**src/hdl/adc_out_pkg.sv**
```systemverilog
// Constants shared by the converter output block and its capture FIFO
package adc_out_pkg;
  // ----------------------------------------------------------------
  // Word and pipeline shape
  // ----------------------------------------------------------------
  localparam int WORD_W = 10;
  localparam int LATENCY = 5;
  localparam int FIFO_DEPTH = 8;
  localparam logic [WORD_W-1:0] CODE_POS_FS = 10'h3ff;
  localparam logic [WORD_W-1:0] CODE_NEG_FS = 10'h000;
  localparam logic [WORD_W-1:0] CODE_MID = 10'h200;
  localparam logic [WORD_W-1:0] CODE_MID_M1 = 10'h1ff;
  localparam logic [WORD_W-1:0] RAW_POS_FS = 10'h1ff;
  localparam logic [WORD_W-1:0] RAW_NEG_FS = 10'h200;
  localparam logic [WORD_W-1:0] RAW_ZERO = 10'h000;
  localparam logic [WORD_W-1:0] RAW_MINUS1 = 10'h3ff;
  localparam logic [2:0] REC_CNT_INIT = 3'h5;

  // ----------------------------------------------------------------
  // Register map (byte addresses)
  // ----------------------------------------------------------------
  localparam logic [11:0] OFS_CTRL = 12'h000;
  localparam logic [11:0] OFS_STATUS = 12'h004;
  localparam logic [11:0] OFS_DATA = 12'h008;
  localparam logic [11:0] OFS_LAST = 12'h00c;

  localparam int CTRL_OD_BIT = 0;
  localparam int CTRL_PD_BIT = 1;
  localparam int CTRL_CAP_BIT = 2;
  localparam logic [2:0] CTRL_RESET = 3'h0;

  localparam int ST_PD_BIT = 0;
  localparam int ST_REC_BIT = 1;
  localparam int ST_VALID_BIT = 2;
  localparam int ST_EMPTY_BIT = 3;
  localparam int ST_FULL_BIT = 4;
  localparam int ST_OVR_BIT = 5;
  localparam int DATA_VALID_BIT = 31;

  localparam logic [31:0] PRDATA_RESET = 32'h0000_0000;
  localparam logic [WORD_W-1:0] WORD_RESET = 10'h000;
endpackage

```
**src/hdl/adc_output_latency_powerdown.sv**
```systemverilog
// Converter output stage: offset-binary coding, fixed latency, hi-z and power-down control
//
// How it works
// - Output word appears five cycles after sampling.
// - Offset binary: full scale ones, minus zeros.
// - Midscale gives MSB only; one step below gives 0x1FF.
// - Output disable high floats all data pins.
// - Output disable low drives data pins normally.
// - Power-down high enters reduced power state.
// - Undriven power-down means normal operation; no pull-down is modelled, so an open pin reads unknown.
// - Power-down floats outputs regardless of disable.
// - Five words after power-down release invalid.
// - One new sample and word every clock.
`timescale 1ns/1ps
`default_nettype none
module adc_output_latency_powerdown (
  input wire logic pclk,
  input wire logic presetn,
  input wire logic psel,
  input wire logic penable,
  input wire logic pwrite,
  input wire logic [11:0] paddr,
  input wire logic [31:0] pwdata,
  output logic [31:0] prdata,
  output logic pready,
  output logic pslverr,
  input wire logic [adc_out_pkg::WORD_W-1:0] sample_in,
  input wire logic output_disable,
  input wire logic power_down,
  output logic [adc_out_pkg::WORD_W-1:0] data_out,
  output logic data_out_en,
  output logic data_valid,
  output logic low_power
);
  // ----------------------------------------------------------------
  // Declarations
  // ----------------------------------------------------------------
  logic [adc_out_pkg::WORD_W-1:0] pipe_ff [adc_out_pkg::LATENCY];
  logic [adc_out_pkg::LATENCY-1:0] pipe_vld_ff;
  logic [adc_out_pkg::WORD_W-1:0] offset_binary_code;
  logic [2:0] ctrl_ff;
  logic overrun_ff;
  logic [2:0] rec_cnt_ff;
  logic [31:0] prdata_ff;
  logic [adc_out_pkg::WORD_W-1:0] last_word_ff;
  logic pd_act;
  logic od_act;
  logic recovering;
  logic apb_setup;
  logic apb_access;
  logic apb_wr;
  logic apb_rd;
  logic addr_ok;
  logic [31:0] nxt_prdata;
  logic cap_valid;
  logic cap_ready;
  logic fifo_out_valid;
  logic fifo_pop;
  logic [adc_out_pkg::WORD_W-1:0] fifo_out_data;
  logic fifo_full;
  logic fifo_empty;
  logic ovr_set;
  logic ovr_clr;

  // ----------------------------------------------------------------
  // Pin and register control
  // ----------------------------------------------------------------
  // An open pin reads as unknown here; nothing stands in for the on-chip pull-downs
  assign pd_act = power_down || ctrl_ff[adc_out_pkg::CTRL_PD_BIT];
  assign od_act = output_disable || ctrl_ff[adc_out_pkg::CTRL_OD_BIT];
  assign low_power = pd_act;

  // Power-down wins over output disable, so no test setting can drive the bus while powered down
  assign data_out_en = !pd_act && !od_act;

  // ----------------------------------------------------------------
  // Coding and pipeline
  // ----------------------------------------------------------------
  // The quantizer delivers a two's complement value around midscale
  assign offset_binary_code = {~sample_in[adc_out_pkg::WORD_W-1], sample_in[adc_out_pkg::WORD_W-2:0]};

  // Data shifts on every edge, so one sample enters and one word leaves per clock
  always_ff @(posedge pclk or negedge presetn) begin
    if (!presetn) begin
      pipe_ff[0] <= adc_out_pkg::WORD_RESET;
    end else begin
      pipe_ff[0] <= offset_binary_code;
    end
  end

  for (genvar g = 1; g < adc_out_pkg::LATENCY; g++) begin : g_stage
    always_ff @(posedge pclk or negedge presetn) begin
      if (!presetn) begin
        pipe_ff[g] <= adc_out_pkg::WORD_RESET;
      end else begin
        pipe_ff[g] <= pipe_ff[g-1];
      end
    end
  end

  // Samples taken during power-down carry no valid mark; after release the marks
  // refill from the front, so the first valid word needs the full pipeline depth
  always_ff @(posedge pclk or negedge presetn) begin
    if (!presetn) begin
      pipe_vld_ff <= '0;
    end else if (pd_act) begin
      pipe_vld_ff <= '0;
    end else begin
      pipe_vld_ff <= {pipe_vld_ff[adc_out_pkg::LATENCY-2:0], 1'b1};
    end
  end

  assign data_out = pipe_ff[adc_out_pkg::LATENCY-1];
  assign data_valid = pipe_vld_ff[adc_out_pkg::LATENCY-1];

  // Status only: counts down the cycles of invalid words after a release
  always_ff @(posedge pclk or negedge presetn) begin
    if (!presetn) begin
      rec_cnt_ff <= '0;
    end else if (pd_act) begin
      rec_cnt_ff <= adc_out_pkg::REC_CNT_INIT;
    end else if (rec_cnt_ff != '0) begin
      rec_cnt_ff <= rec_cnt_ff - 1'b1;
    end
  end

  assign recovering = !pd_act && (rec_cnt_ff != '0);

  // ----------------------------------------------------------------
  // Capture FIFO
  // ----------------------------------------------------------------
  // Only valid words are captured; when software falls behind the FIFO
  // refuses them and the overrun flag records the loss
  assign cap_valid = data_valid && ctrl_ff[adc_out_pkg::CTRL_CAP_BIT];
  assign ovr_set = cap_valid && !cap_ready;

  capture_fifo #(
    .WIDTH(adc_out_pkg::WORD_W),
    .DEPTH(adc_out_pkg::FIFO_DEPTH)
  ) i_capture_fifo (
    .pclk(pclk),
    .presetn(presetn),
    .in_valid(cap_valid),
    .in_ready(cap_ready),
    .in_data(data_out),
    .out_valid(fifo_out_valid),
    .out_ready(fifo_pop),
    .out_data(fifo_out_data),
    .full(fifo_full),
    .empty(fifo_empty)
  );

  always_ff @(posedge pclk or negedge presetn) begin
    if (!presetn) begin
      last_word_ff <= adc_out_pkg::WORD_RESET;
    end else if (data_valid) begin
      last_word_ff <= data_out;
    end
  end

  property p_capture_push;
    @(posedge pclk) disable iff (!presetn) cap_valid && cap_ready |=> !fifo_empty;
  endproperty
  a_capture_push: assert property (p_capture_push) else $error("accepted word not held in fifo");

  property p_last_word;
    @(posedge pclk) disable iff (!presetn) data_valid |=> last_word_ff == $past(data_out);
  endproperty
  a_last_word: assert property (p_last_word) else $error("last word register missed a valid word");

  // ----------------------------------------------------------------
  // APB slave
  // ----------------------------------------------------------------
  assign apb_setup = psel && !penable;
  assign apb_access = psel && penable;
  assign apb_wr = apb_access && pwrite && addr_ok;
  assign apb_rd = apb_access && !pwrite;
  assign pready = 1'b1;
  assign pslverr = apb_access && !addr_ok;
  assign prdata = prdata_ff;
  assign ovr_clr = apb_wr && (paddr == adc_out_pkg::OFS_STATUS) && pwdata[adc_out_pkg::ST_OVR_BIT];

  // Pop only a word that the setup cycle already put on prdata, so a push
  // landing between setup and access is never lost
  assign fifo_pop = apb_rd && (paddr == adc_out_pkg::OFS_DATA) && prdata_ff[adc_out_pkg::DATA_VALID_BIT];

  always_comb begin
    addr_ok = 1'b0;
    nxt_prdata = adc_out_pkg::PRDATA_RESET;
    if (paddr == adc_out_pkg::OFS_CTRL) begin
      addr_ok = 1'b1;
      nxt_prdata[2:0] = ctrl_ff;
    end else if (paddr == adc_out_pkg::OFS_STATUS) begin
      addr_ok = 1'b1;
      nxt_prdata[adc_out_pkg::ST_PD_BIT] = pd_act;
      nxt_prdata[adc_out_pkg::ST_REC_BIT] = recovering;
      nxt_prdata[adc_out_pkg::ST_VALID_BIT] = data_valid;
      nxt_prdata[adc_out_pkg::ST_EMPTY_BIT] = fifo_empty;
      nxt_prdata[adc_out_pkg::ST_FULL_BIT] = fifo_full;
      nxt_prdata[adc_out_pkg::ST_OVR_BIT] = overrun_ff;
    end else if (paddr == adc_out_pkg::OFS_DATA) begin
      addr_ok = 1'b1;
      nxt_prdata[adc_out_pkg::DATA_VALID_BIT] = fifo_out_valid;
      nxt_prdata[adc_out_pkg::WORD_W-1:0] = fifo_out_valid ? fifo_out_data : adc_out_pkg::WORD_RESET;
    end else if (paddr == adc_out_pkg::OFS_LAST) begin
      addr_ok = 1'b1;
      nxt_prdata[adc_out_pkg::WORD_W-1:0] = last_word_ff;
    end
  end

  always_ff @(posedge pclk or negedge presetn) begin
    if (!presetn) begin
      prdata_ff <= adc_out_pkg::PRDATA_RESET;
    end else if (apb_setup && !pwrite) begin
      prdata_ff <= nxt_prdata;
    end
  end

  property p_read_data;
    @(posedge pclk) disable iff (!presetn)
      apb_access && !pwrite && $past(apb_setup) |-> prdata == $past(nxt_prdata);
  endproperty
  a_read_data: assert property (p_read_data) else $error("read data not the word chosen in setup");

  property p_pop_has_word;
    @(posedge pclk) disable iff (!presetn) fifo_pop |-> fifo_out_valid;
  endproperty
  a_pop_has_word: assert property (p_pop_has_word) else $error("fifo popped while empty");

  always_ff @(posedge pclk or negedge presetn) begin
    if (!presetn) begin
      ctrl_ff <= adc_out_pkg::CTRL_RESET;
    end else if (apb_wr && (paddr == adc_out_pkg::OFS_CTRL)) begin
      ctrl_ff <= pwdata[2:0];
    end
  end

  property p_ctrl_write;
    @(posedge pclk) disable iff (!presetn)
      apb_wr && (paddr == adc_out_pkg::OFS_CTRL) |=> ctrl_ff == $past(pwdata[2:0]);
  endproperty
  a_ctrl_write: assert property (p_ctrl_write) else $error("control write did not land");

  // A refused write must leave the control bits alone
  property p_bad_write;
    @(posedge pclk) disable iff (!presetn) apb_access && pwrite && !addr_ok |=> $stable(ctrl_ff);
  endproperty
  a_bad_write: assert property (p_bad_write) else $error("unmapped write changed control");

  // A new overrun in the clearing cycle keeps the flag set
  always_ff @(posedge pclk or negedge presetn) begin
    if (!presetn) begin
      overrun_ff <= 1'b0;
    end else if (ovr_set) begin
      overrun_ff <= 1'b1;
    end else if (ovr_clr) begin
      overrun_ff <= 1'b0;
    end
  end

  property p_ovr_set_wins;
    @(posedge pclk) disable iff (!presetn) ovr_set |=> overrun_ff;
  endproperty
  a_ovr_set_wins: assert property (p_ovr_set_wins) else $error("overrun not recorded");

  property p_ovr_clear;
    @(posedge pclk) disable iff (!presetn) ovr_clr && !ovr_set |=> !overrun_ff;
  endproperty
  a_ovr_clear: assert property (p_ovr_clear) else $error("overrun not cleared by write one");

  // ----------------------------------------------------------------
  // Assertions
  // ----------------------------------------------------------------
  property p_latency;
    @(posedge pclk) disable iff (!presetn)
      data_valid |-> data_out == {~$past(sample_in[9], 5), $past(sample_in[8:0], 5)};
  endproperty
  a_latency: assert property (p_latency) else $error("output word not the sample of five cycles before");

  property p_pos_fs;
    @(posedge pclk) disable iff (!presetn)
      (sample_in == adc_out_pkg::RAW_POS_FS) ##5 data_valid |-> data_out == adc_out_pkg::CODE_POS_FS;
  endproperty
  a_pos_fs: assert property (p_pos_fs) else $error("positive full scale not all ones");

  property p_neg_fs;
    @(posedge pclk) disable iff (!presetn)
      (sample_in == adc_out_pkg::RAW_NEG_FS) ##5 data_valid |-> data_out == adc_out_pkg::CODE_NEG_FS;
  endproperty
  a_neg_fs: assert property (p_neg_fs) else $error("negative full scale not all zeros");

  property p_mid;
    @(posedge pclk) disable iff (!presetn)
      (sample_in == adc_out_pkg::RAW_ZERO) ##5 data_valid |-> data_out == adc_out_pkg::CODE_MID;
  endproperty
  a_mid: assert property (p_mid) else $error("midscale word not msb only");

  property p_below_mid;
    @(posedge pclk) disable iff (!presetn)
      (sample_in == adc_out_pkg::RAW_MINUS1) ##5 data_valid |-> data_out == adc_out_pkg::CODE_MID_M1;
  endproperty
  a_below_mid: assert property (p_below_mid) else $error("one step below midscale wrong");

  property p_od_hiz;
    @(posedge pclk) disable iff (!presetn) output_disable |-> !data_out_en;
  endproperty
  a_od_hiz: assert property (p_od_hiz) else $error("pins driven while output disable high");

  property p_drive;
    @(posedge pclk) disable iff (!presetn)
      !output_disable && !power_down && ctrl_ff == adc_out_pkg::CTRL_RESET |-> data_out_en;
  endproperty
  a_drive: assert property (p_drive) else $error("pins floating in normal operation");

  property p_pd_hiz;
    @(posedge pclk) disable iff (!presetn) power_down |-> !data_out_en && low_power ##1 !data_valid;
  endproperty
  a_pd_hiz: assert property (p_pd_hiz) else $error("outputs active during power-down");

  property p_recovery_blank;
    @(posedge pclk) disable iff (!presetn) $fell(pd_act) |-> !data_valid [*5];
  endproperty
  a_recovery_blank: assert property (p_recovery_blank) else $error("valid word inside recovery window");

  property p_recovery_end;
    @(posedge pclk) disable iff (!presetn) $fell(pd_act) ##1 !pd_act [*5] |-> data_valid && !recovering;
  endproperty
  a_recovery_end: assert property (p_recovery_end) else $error("data not valid after recovery");

  property p_one_per_clock;
    @(posedge pclk) disable iff (!presetn)
      data_valid && $past(data_valid) |-> $past(pipe_ff[3]) == data_out;
  endproperty
  a_one_per_clock: assert property (p_one_per_clock) else $error("pipeline did not advance one word");

  property p_ctrl_pd;
    @(posedge pclk) disable iff (!presetn)
      ctrl_ff[adc_out_pkg::CTRL_PD_BIT] |-> !data_out_en && low_power ##1 !data_valid;
  endproperty
  a_ctrl_pd: assert property (p_ctrl_pd) else $error("outputs active during software power-down");

  property p_ctrl_od;
    @(posedge pclk) disable iff (!presetn) ctrl_ff[adc_out_pkg::CTRL_OD_BIT] |-> !data_out_en;
  endproperty
  a_ctrl_od: assert property (p_ctrl_od) else $error("pins driven while control disable set");

  // The status flag must end exactly where the invalid words end
  property p_rec_status;
    @(posedge pclk) disable iff (!presetn)
      $fell(pd_act) ##0 !pd_act [*6] |-> $past(recovering) && !recovering;
  endproperty
  a_rec_status: assert property (p_rec_status) else $error("recovering flag wrong length");
endmodule
`default_nettype wire

```
**src/hdl/capture_fifo.sv**
```systemverilog
// Synchronous FIFO with valid/ready on both sides for captured words
`timescale 1ns/1ps
`default_nettype none
module capture_fifo #(
  parameter int WIDTH = 10,
  parameter int DEPTH = 8
) (
  input wire logic pclk,
  input wire logic presetn,
  input wire logic in_valid,
  output logic in_ready,
  input wire logic [WIDTH-1:0] in_data,
  output logic out_valid,
  input wire logic out_ready,
  output logic [WIDTH-1:0] out_data,
  output logic full,
  output logic empty
);
  localparam int AW = $clog2(DEPTH);

  logic [WIDTH-1:0] mem_ff [DEPTH];
  logic [AW-1:0] wr_ptr_ff;
  logic [AW-1:0] rd_ptr_ff;
  logic [AW:0] count_ff;
  logic push;
  logic pop;

  assign full = (count_ff == (AW+1)'(DEPTH));
  assign empty = (count_ff == '0);
  assign in_ready = !full;
  assign out_valid = !empty;
  assign out_data = mem_ff[rd_ptr_ff];
  assign push = in_valid && in_ready;
  assign pop = out_valid && out_ready;

  // ----------------------------------------------------------------
  // Storage and pointers
  // ----------------------------------------------------------------
  always_ff @(posedge pclk) begin
    if (push) begin
      mem_ff[wr_ptr_ff] <= in_data;
    end
  end

  always_ff @(posedge pclk or negedge presetn) begin
    if (!presetn) begin
      wr_ptr_ff <= '0;
      rd_ptr_ff <= '0;
      count_ff <= '0;
    end else begin
      if (push) begin
        wr_ptr_ff <= (wr_ptr_ff == AW'(DEPTH-1)) ? '0 : wr_ptr_ff + 1'b1;
      end
      if (pop) begin
        rd_ptr_ff <= (rd_ptr_ff == AW'(DEPTH-1)) ? '0 : rd_ptr_ff + 1'b1;
      end
      if (push && !pop) begin
        count_ff <= count_ff + 1'b1;
      end else if (pop && !push) begin
        count_ff <= count_ff - 1'b1;
      end
    end
  end

  property p_no_overflow;
    @(posedge pclk) disable iff (!presetn) full && !pop |=> full;
  endproperty
  a_no_overflow: assert property (p_no_overflow) else $error("fifo lost fullness without a pop");
endmodule
`default_nettype wire

```
**config.mk**
```make
export PLATFORM = sky130hd
export DESIGN_NAME = adc_output_latency_powerdown
export DESIGN_NICKNAME = d
export VERILOG_FILES = /design/src/hdl/adc_out_pkg.sv /design/src/hdl/adc_output_latency_powerdown.sv /design/src/hdl/capture_fifo.sv
export SDC_FILE = /design/constraint.sdc
export NUM_CORES = 1
export LEC_CHECK = 0
export BUFFER_PORTS_ARGS = -buffer_cell sky130_fd_sc_hd__buf_2
export CELL_PAD_IN_SITES_DETAIL_PLACEMENT = 0
export CELL_PAD_IN_SITES_GLOBAL_PLACEMENT = 1
export CORE_MARGIN = 2
export CORE_UTILIZATION = 45
export CTS_CLUSTER_SIZE = 24
export DETAILED_ROUTE_END_ITERATION = 8
export GPL_ROUTABILITY_DRIVEN = 0
export PLACE_DENSITY_LB_ADDON = 0.2
export SKIP_LAST_GASP = 1
export SYNTH_ARGS = -nofsm -noshare
export SYNTH_HDL_FRONTEND = slang
export SYNTH_SLANG_ARGS = --single-unit
export TNS_END_PERCENT = 100
```
**constraint.sdc**
```tcl
create_clock -name pclk -period 3 [get_ports pclk]
set_input_delay 0.15 -clock pclk [delete_from_list [all_inputs] [get_ports pclk]]
set_output_delay 0.15 -clock pclk [all_outputs]
set_load 0.02 [all_outputs]
```
==> flow_summary.json <==
{
  "via_count": 3536,
  "fin_skew_ns": 0.009314,
  "timing.critical_path.fanout_max": 9,
  "drt-pass1-iter-count": 4,
  "clock_slew_at_reported_path_ffs_ns": 0.07,
  "final_hold_viol_count": 0,
  "worst_path_max_delay_cell": "or4b_1",
  "area_growth_pct": 17.43,
  "drt-vias-per-instance": 5.147,
  "min_delay_path_depth": 2,
  "fin_crit_sh_pct": 94.88,
  "switching_share_pct": 23.59,
  "global_route.usage.met1_pct": 21.82,
  "maximum_clock_insertion_buffer_count": 2,
  "crit_chain": "or4b_1 -> nand3_2 -> inv_1 -> ha_1 -> inv_1 -> ha_1 -> a21o_1 -> a21oi_1 -> mux2i_1 -> xnor2_1",
  "dieArea_um2": 15940,
  "critical-path-max-stage-delay_ns": 0.59,
  "global_route.overflow_total": 0,
  "ws_path_type": "flip-flop to flip-flop",
  "start_kind": "flip-flop",
  "internal_power_summed_over_all_cells_w": 0.003860,
  "grt_most_used_layer": "met2",
  "clock_latency_ns": 0.43,
  "clock-root-buffer": "clkbuf_16",
  "holdPathEnd": "pipe_vld_ff[0]$_DFF_PN0_",
  "synth_top_cell_area_share_pct": 35.72,
  "finalNonFillerCells": 687,
  "max_transition_viols_final": 0,
  "synth_top_cell_by_area": "edfxtp_1",
  "ff2ff_setup_slack_ns": 0.15,
  "cts_post_setup_buffers_inserted": 0,
  "min_path_type": "primary input to flip-flop",
  "max-slew-margin-rel_pct": 40.90,
  "async_flop_share_pct": 53.76,
  "leading_cell_type_in_the_layout_fill_and_taps_excluded": "dfrtp_1",
  "cts_buffers": 17,
  "critPathRequiredTime_ns": 3.35,
  "postRouteAntennaNets": 0,
  "buffer_ports.inserted": 57,
  "fin_crit_ns": 2.846,
  "timing.rr.end": "i_capture_fifo.count_ff[3]$_DFFE_PN0P_",
  "post_synth.cell_area_avg_um2": 16.52,
  "design_area_um2": 7898,
  "ir_drop_mv": 0.3565,
  "fraction_of_final_layout_cells_with_drive_strength_greater_than_1_pct": 31.81,
  "worst_r2r_path_depth": 10,
  "num_rows": 44,
  "tightestPinTransition_ns": 0.8865,
  "top_area_cells_in_the_synthesized_netlist": "edfxtp_1 36%, dfrtp_1 35%, mux4_2 6.7%",
  "synth-main-ff-cell": "dfrtp_1",
  "postSynthRegisterBits": 173,
  "die-width_um": 126.3,
  "dpl-instance-area_um2": 7149,
  "design.portCount": 108,
  "total_power_w": 0.005052,
  "max_cap_violations": 0,
  "grt.met3_usage_pct": 4.673,
  "count_of_flip_flops_with_a_built_in_enable_after_synthesis": 80,
  "chipHeight_um": 126.3,
  "switchingPower_w": 0.001192,
  "yosys_warnings": 0,
  "maxClockFrequency_mhz": 351.3,
  "dpl.cell_count": 641,
  "mappedNetlistArea_um2": 6725,
  "result_of_the_run": "completed",
  "post_cts_resize_count": 0,
  "grt_setup_unrepaired": "no",
  "post_detailed_routing_wire_length_mm": 12.07,
  "static-leakage-power_nw": 3.203,
  "wl_per_cell_um": 17.57,
  "clock_tree.htree_level_count": 4,
  "postCtsHoldBufs": 14,
  "setup-tns-final_ns": 0,
  "grt_max_degree": 47,
  "synth_sequential_area_ratio_pct": 70.33,
  "final_hold_slack_ns": 0.01689,
  "synth.lib_cells_used.distinct": 47,
  "dp.final_hpwl_mm": 7.923,
  "grt.met2_usage_pct": 24.29,
  "tritoncts": "built",
  "report.final.setup_viol": 0,
  "min_from": "power_down",
  "initial_utilization_pct": 46.10,
  "final_net_count": 561,
  "track_usage_pct": 16.07,
  "comb_power_share_pct": 4.8,
  "r2r-start": "i_capture_fifo.count_ff[0]$_DFFE_PN0P_",
  "worst-endpoint-arrival_ns": 3.20,
  "power_density_nw_per_um2": 639.6,
  "core-area_um2": 14590,
  "cts_num_sinks": 173,
  "diodes": 0,
  "grt_first_pass_wirelength_mm": 19.11,
  "clkPwrFrac_pct": 43.3,
  "detail_route.iter0.violations": 153,
  "timing.critical_path.to_type": "flip-flop",
  "seq_power_share_pct": 51.9,
  "remaining_drc_errors": 0,
  "mostFrequentLayoutCells": "93 x dfrtp_1, 80 x edfxtp_1, 56 x buf_2",
  "first_global_vias": 3542,
  "initial_antenna_violation_count": 0,
  "synth_cells": 407
}
-- power groups by stage --
stage / combinational, W / sequential, W / clock [W]
after floorplan: 0.000157 / 0.00267 / 0
after global placement: 0.000230 / 0.00267 / 0
after detailed placement: 0.000235 / 0.00267 / 0
after CTS: 0.000250 / 0.00262 / 0.00224
after global routing: 0.000271 / 0.00263 / 0.00234
final: 0.000245 / 0.00262 / 0.00218
-- layer usage --
layer	share of wire, %	vias up	wire length, um
met4	2.5	0	301
li1	-	1615	-
met3	4.9	23	589
met1	47	1794	5641
met2	46	104	5540
met5	0	-	0
-- kinds of logic after synthesis --
kind of cell               share of synthesized area (%)
DFF                                                70.33
buffers and inverters                              5.060
AOI/OAI and AO/OA                                  3.609
muxes                                              11.61
other                                             0.1117
and+or+nand+nor                                    6.791
xor gates and xnor gates                          0.5209
adders and majority gates                          1.972
-- worst max path at each step --
stage                                           start                                      to  depth (start not counted)
6_report       i_capture_fifo.count_ff[0]$_DFFE_PN0P_  i_capture_fifo.count_ff[3]$_DFFE_PN0P_                         10
5_1_grt        i_capture_fifo.count_ff[0]$_DFFE_PN0P_  i_capture_fifo.count_ff[3]$_DFFE_PN0P_                         10
4_1_cts        i_capture_fifo.count_ff[0]$_DFFE_PN0P_  i_capture_fifo.count_ff[3]$_DFFE_PN0P_                         10
3_5_place_dp   i_capture_fifo.count_ff[0]$_DFFE_PN0P_  i_capture_fifo.count_ff[3]$_DFFE_PN0P_                         10
3_3_place_gp   i_capture_fifo.count_ff[0]$_DFFE_PN0P_  i_capture_fifo.count_ff[3]$_DFFE_PN0P_                         10
2_1_floorplan  i_capture_fifo.count_ff[1]$_DFFE_PN0P_  i_capture_fifo.count_ff[3]$_DFFE_PN0P_                         10
-- state kept, by name, indices dropped and copies added, names as in the netlist --
register / count
last_word_ff: 10
i_capture_fifo.mem_ff: 80
overrun_ff: 1
i_capture_fifo.rd_ptr_ff: 3
prdata: 11
rec_cnt_ff: 3
i_capture_fifo.wr_ptr_ff: 3
pipe_vld_ff: 5
i_capture_fifo.count_ff: 4
ctrl_ff: 3
data_out: 10
pipe_ff: 40
-- worst max-delay path: cells and delay by family, from the launching register on --
family | cells | cell delay, ns
simple gates | 2 | 0.81
fa+ha+maj | 2 | 0.47
flops | 1 | 0.45
compound gates | 2 | 0.35
buf+inv | 2 | 0.28
mux | 1 | 0.26
xor+xnor | 1 | 0.15
-- synthesized netlist by cell type (2+ instances only) --
cell      number
dfrtp_1       93
edfxtp_1      80
buf_4         35
mux2_2        20
mux4_2        20
nand2_1       17
nor2_1        16
inv_1         10
ha_1           9
o21ai_0        9
a211oi_1       8
nand3_1        8
mux2i_1        6
nand2b_1       6
nor3_1         6
a21oi_1        5
and2_1         5
a21o_1         4
a32oi_1        4
buf_2          4
xnor2_1        4
a31oi_1        3
and3_2         3
clkbuf_1       3
mux2_4         3
conb_1         2
nor2b_1        2
nor4_4         2
o22ai_1        2
-- through the flow --
stage | setup WS, ns | utilization, %
floorplan | 0.4799 | -
global placement | 0.2821 | 49.01
detailed placement | 0.1841 | 49.01
CTS | 0.1196 | 54.13
global route | 0.02085 | 54.13
finish | 0.1536 | 54.13
-- final cells by class --
type	instances	area, um^2
clock buffers	17	425.4
fillers	1198	6691
repair buffers	88	555.5
well taps	184	230.2
inverters	10	37.54
flip-flops and latches	173	4730
multi-input cells	200	1737
clock inverters	15	182.7
Note: power is estimated with default switching activity, not from simulation.
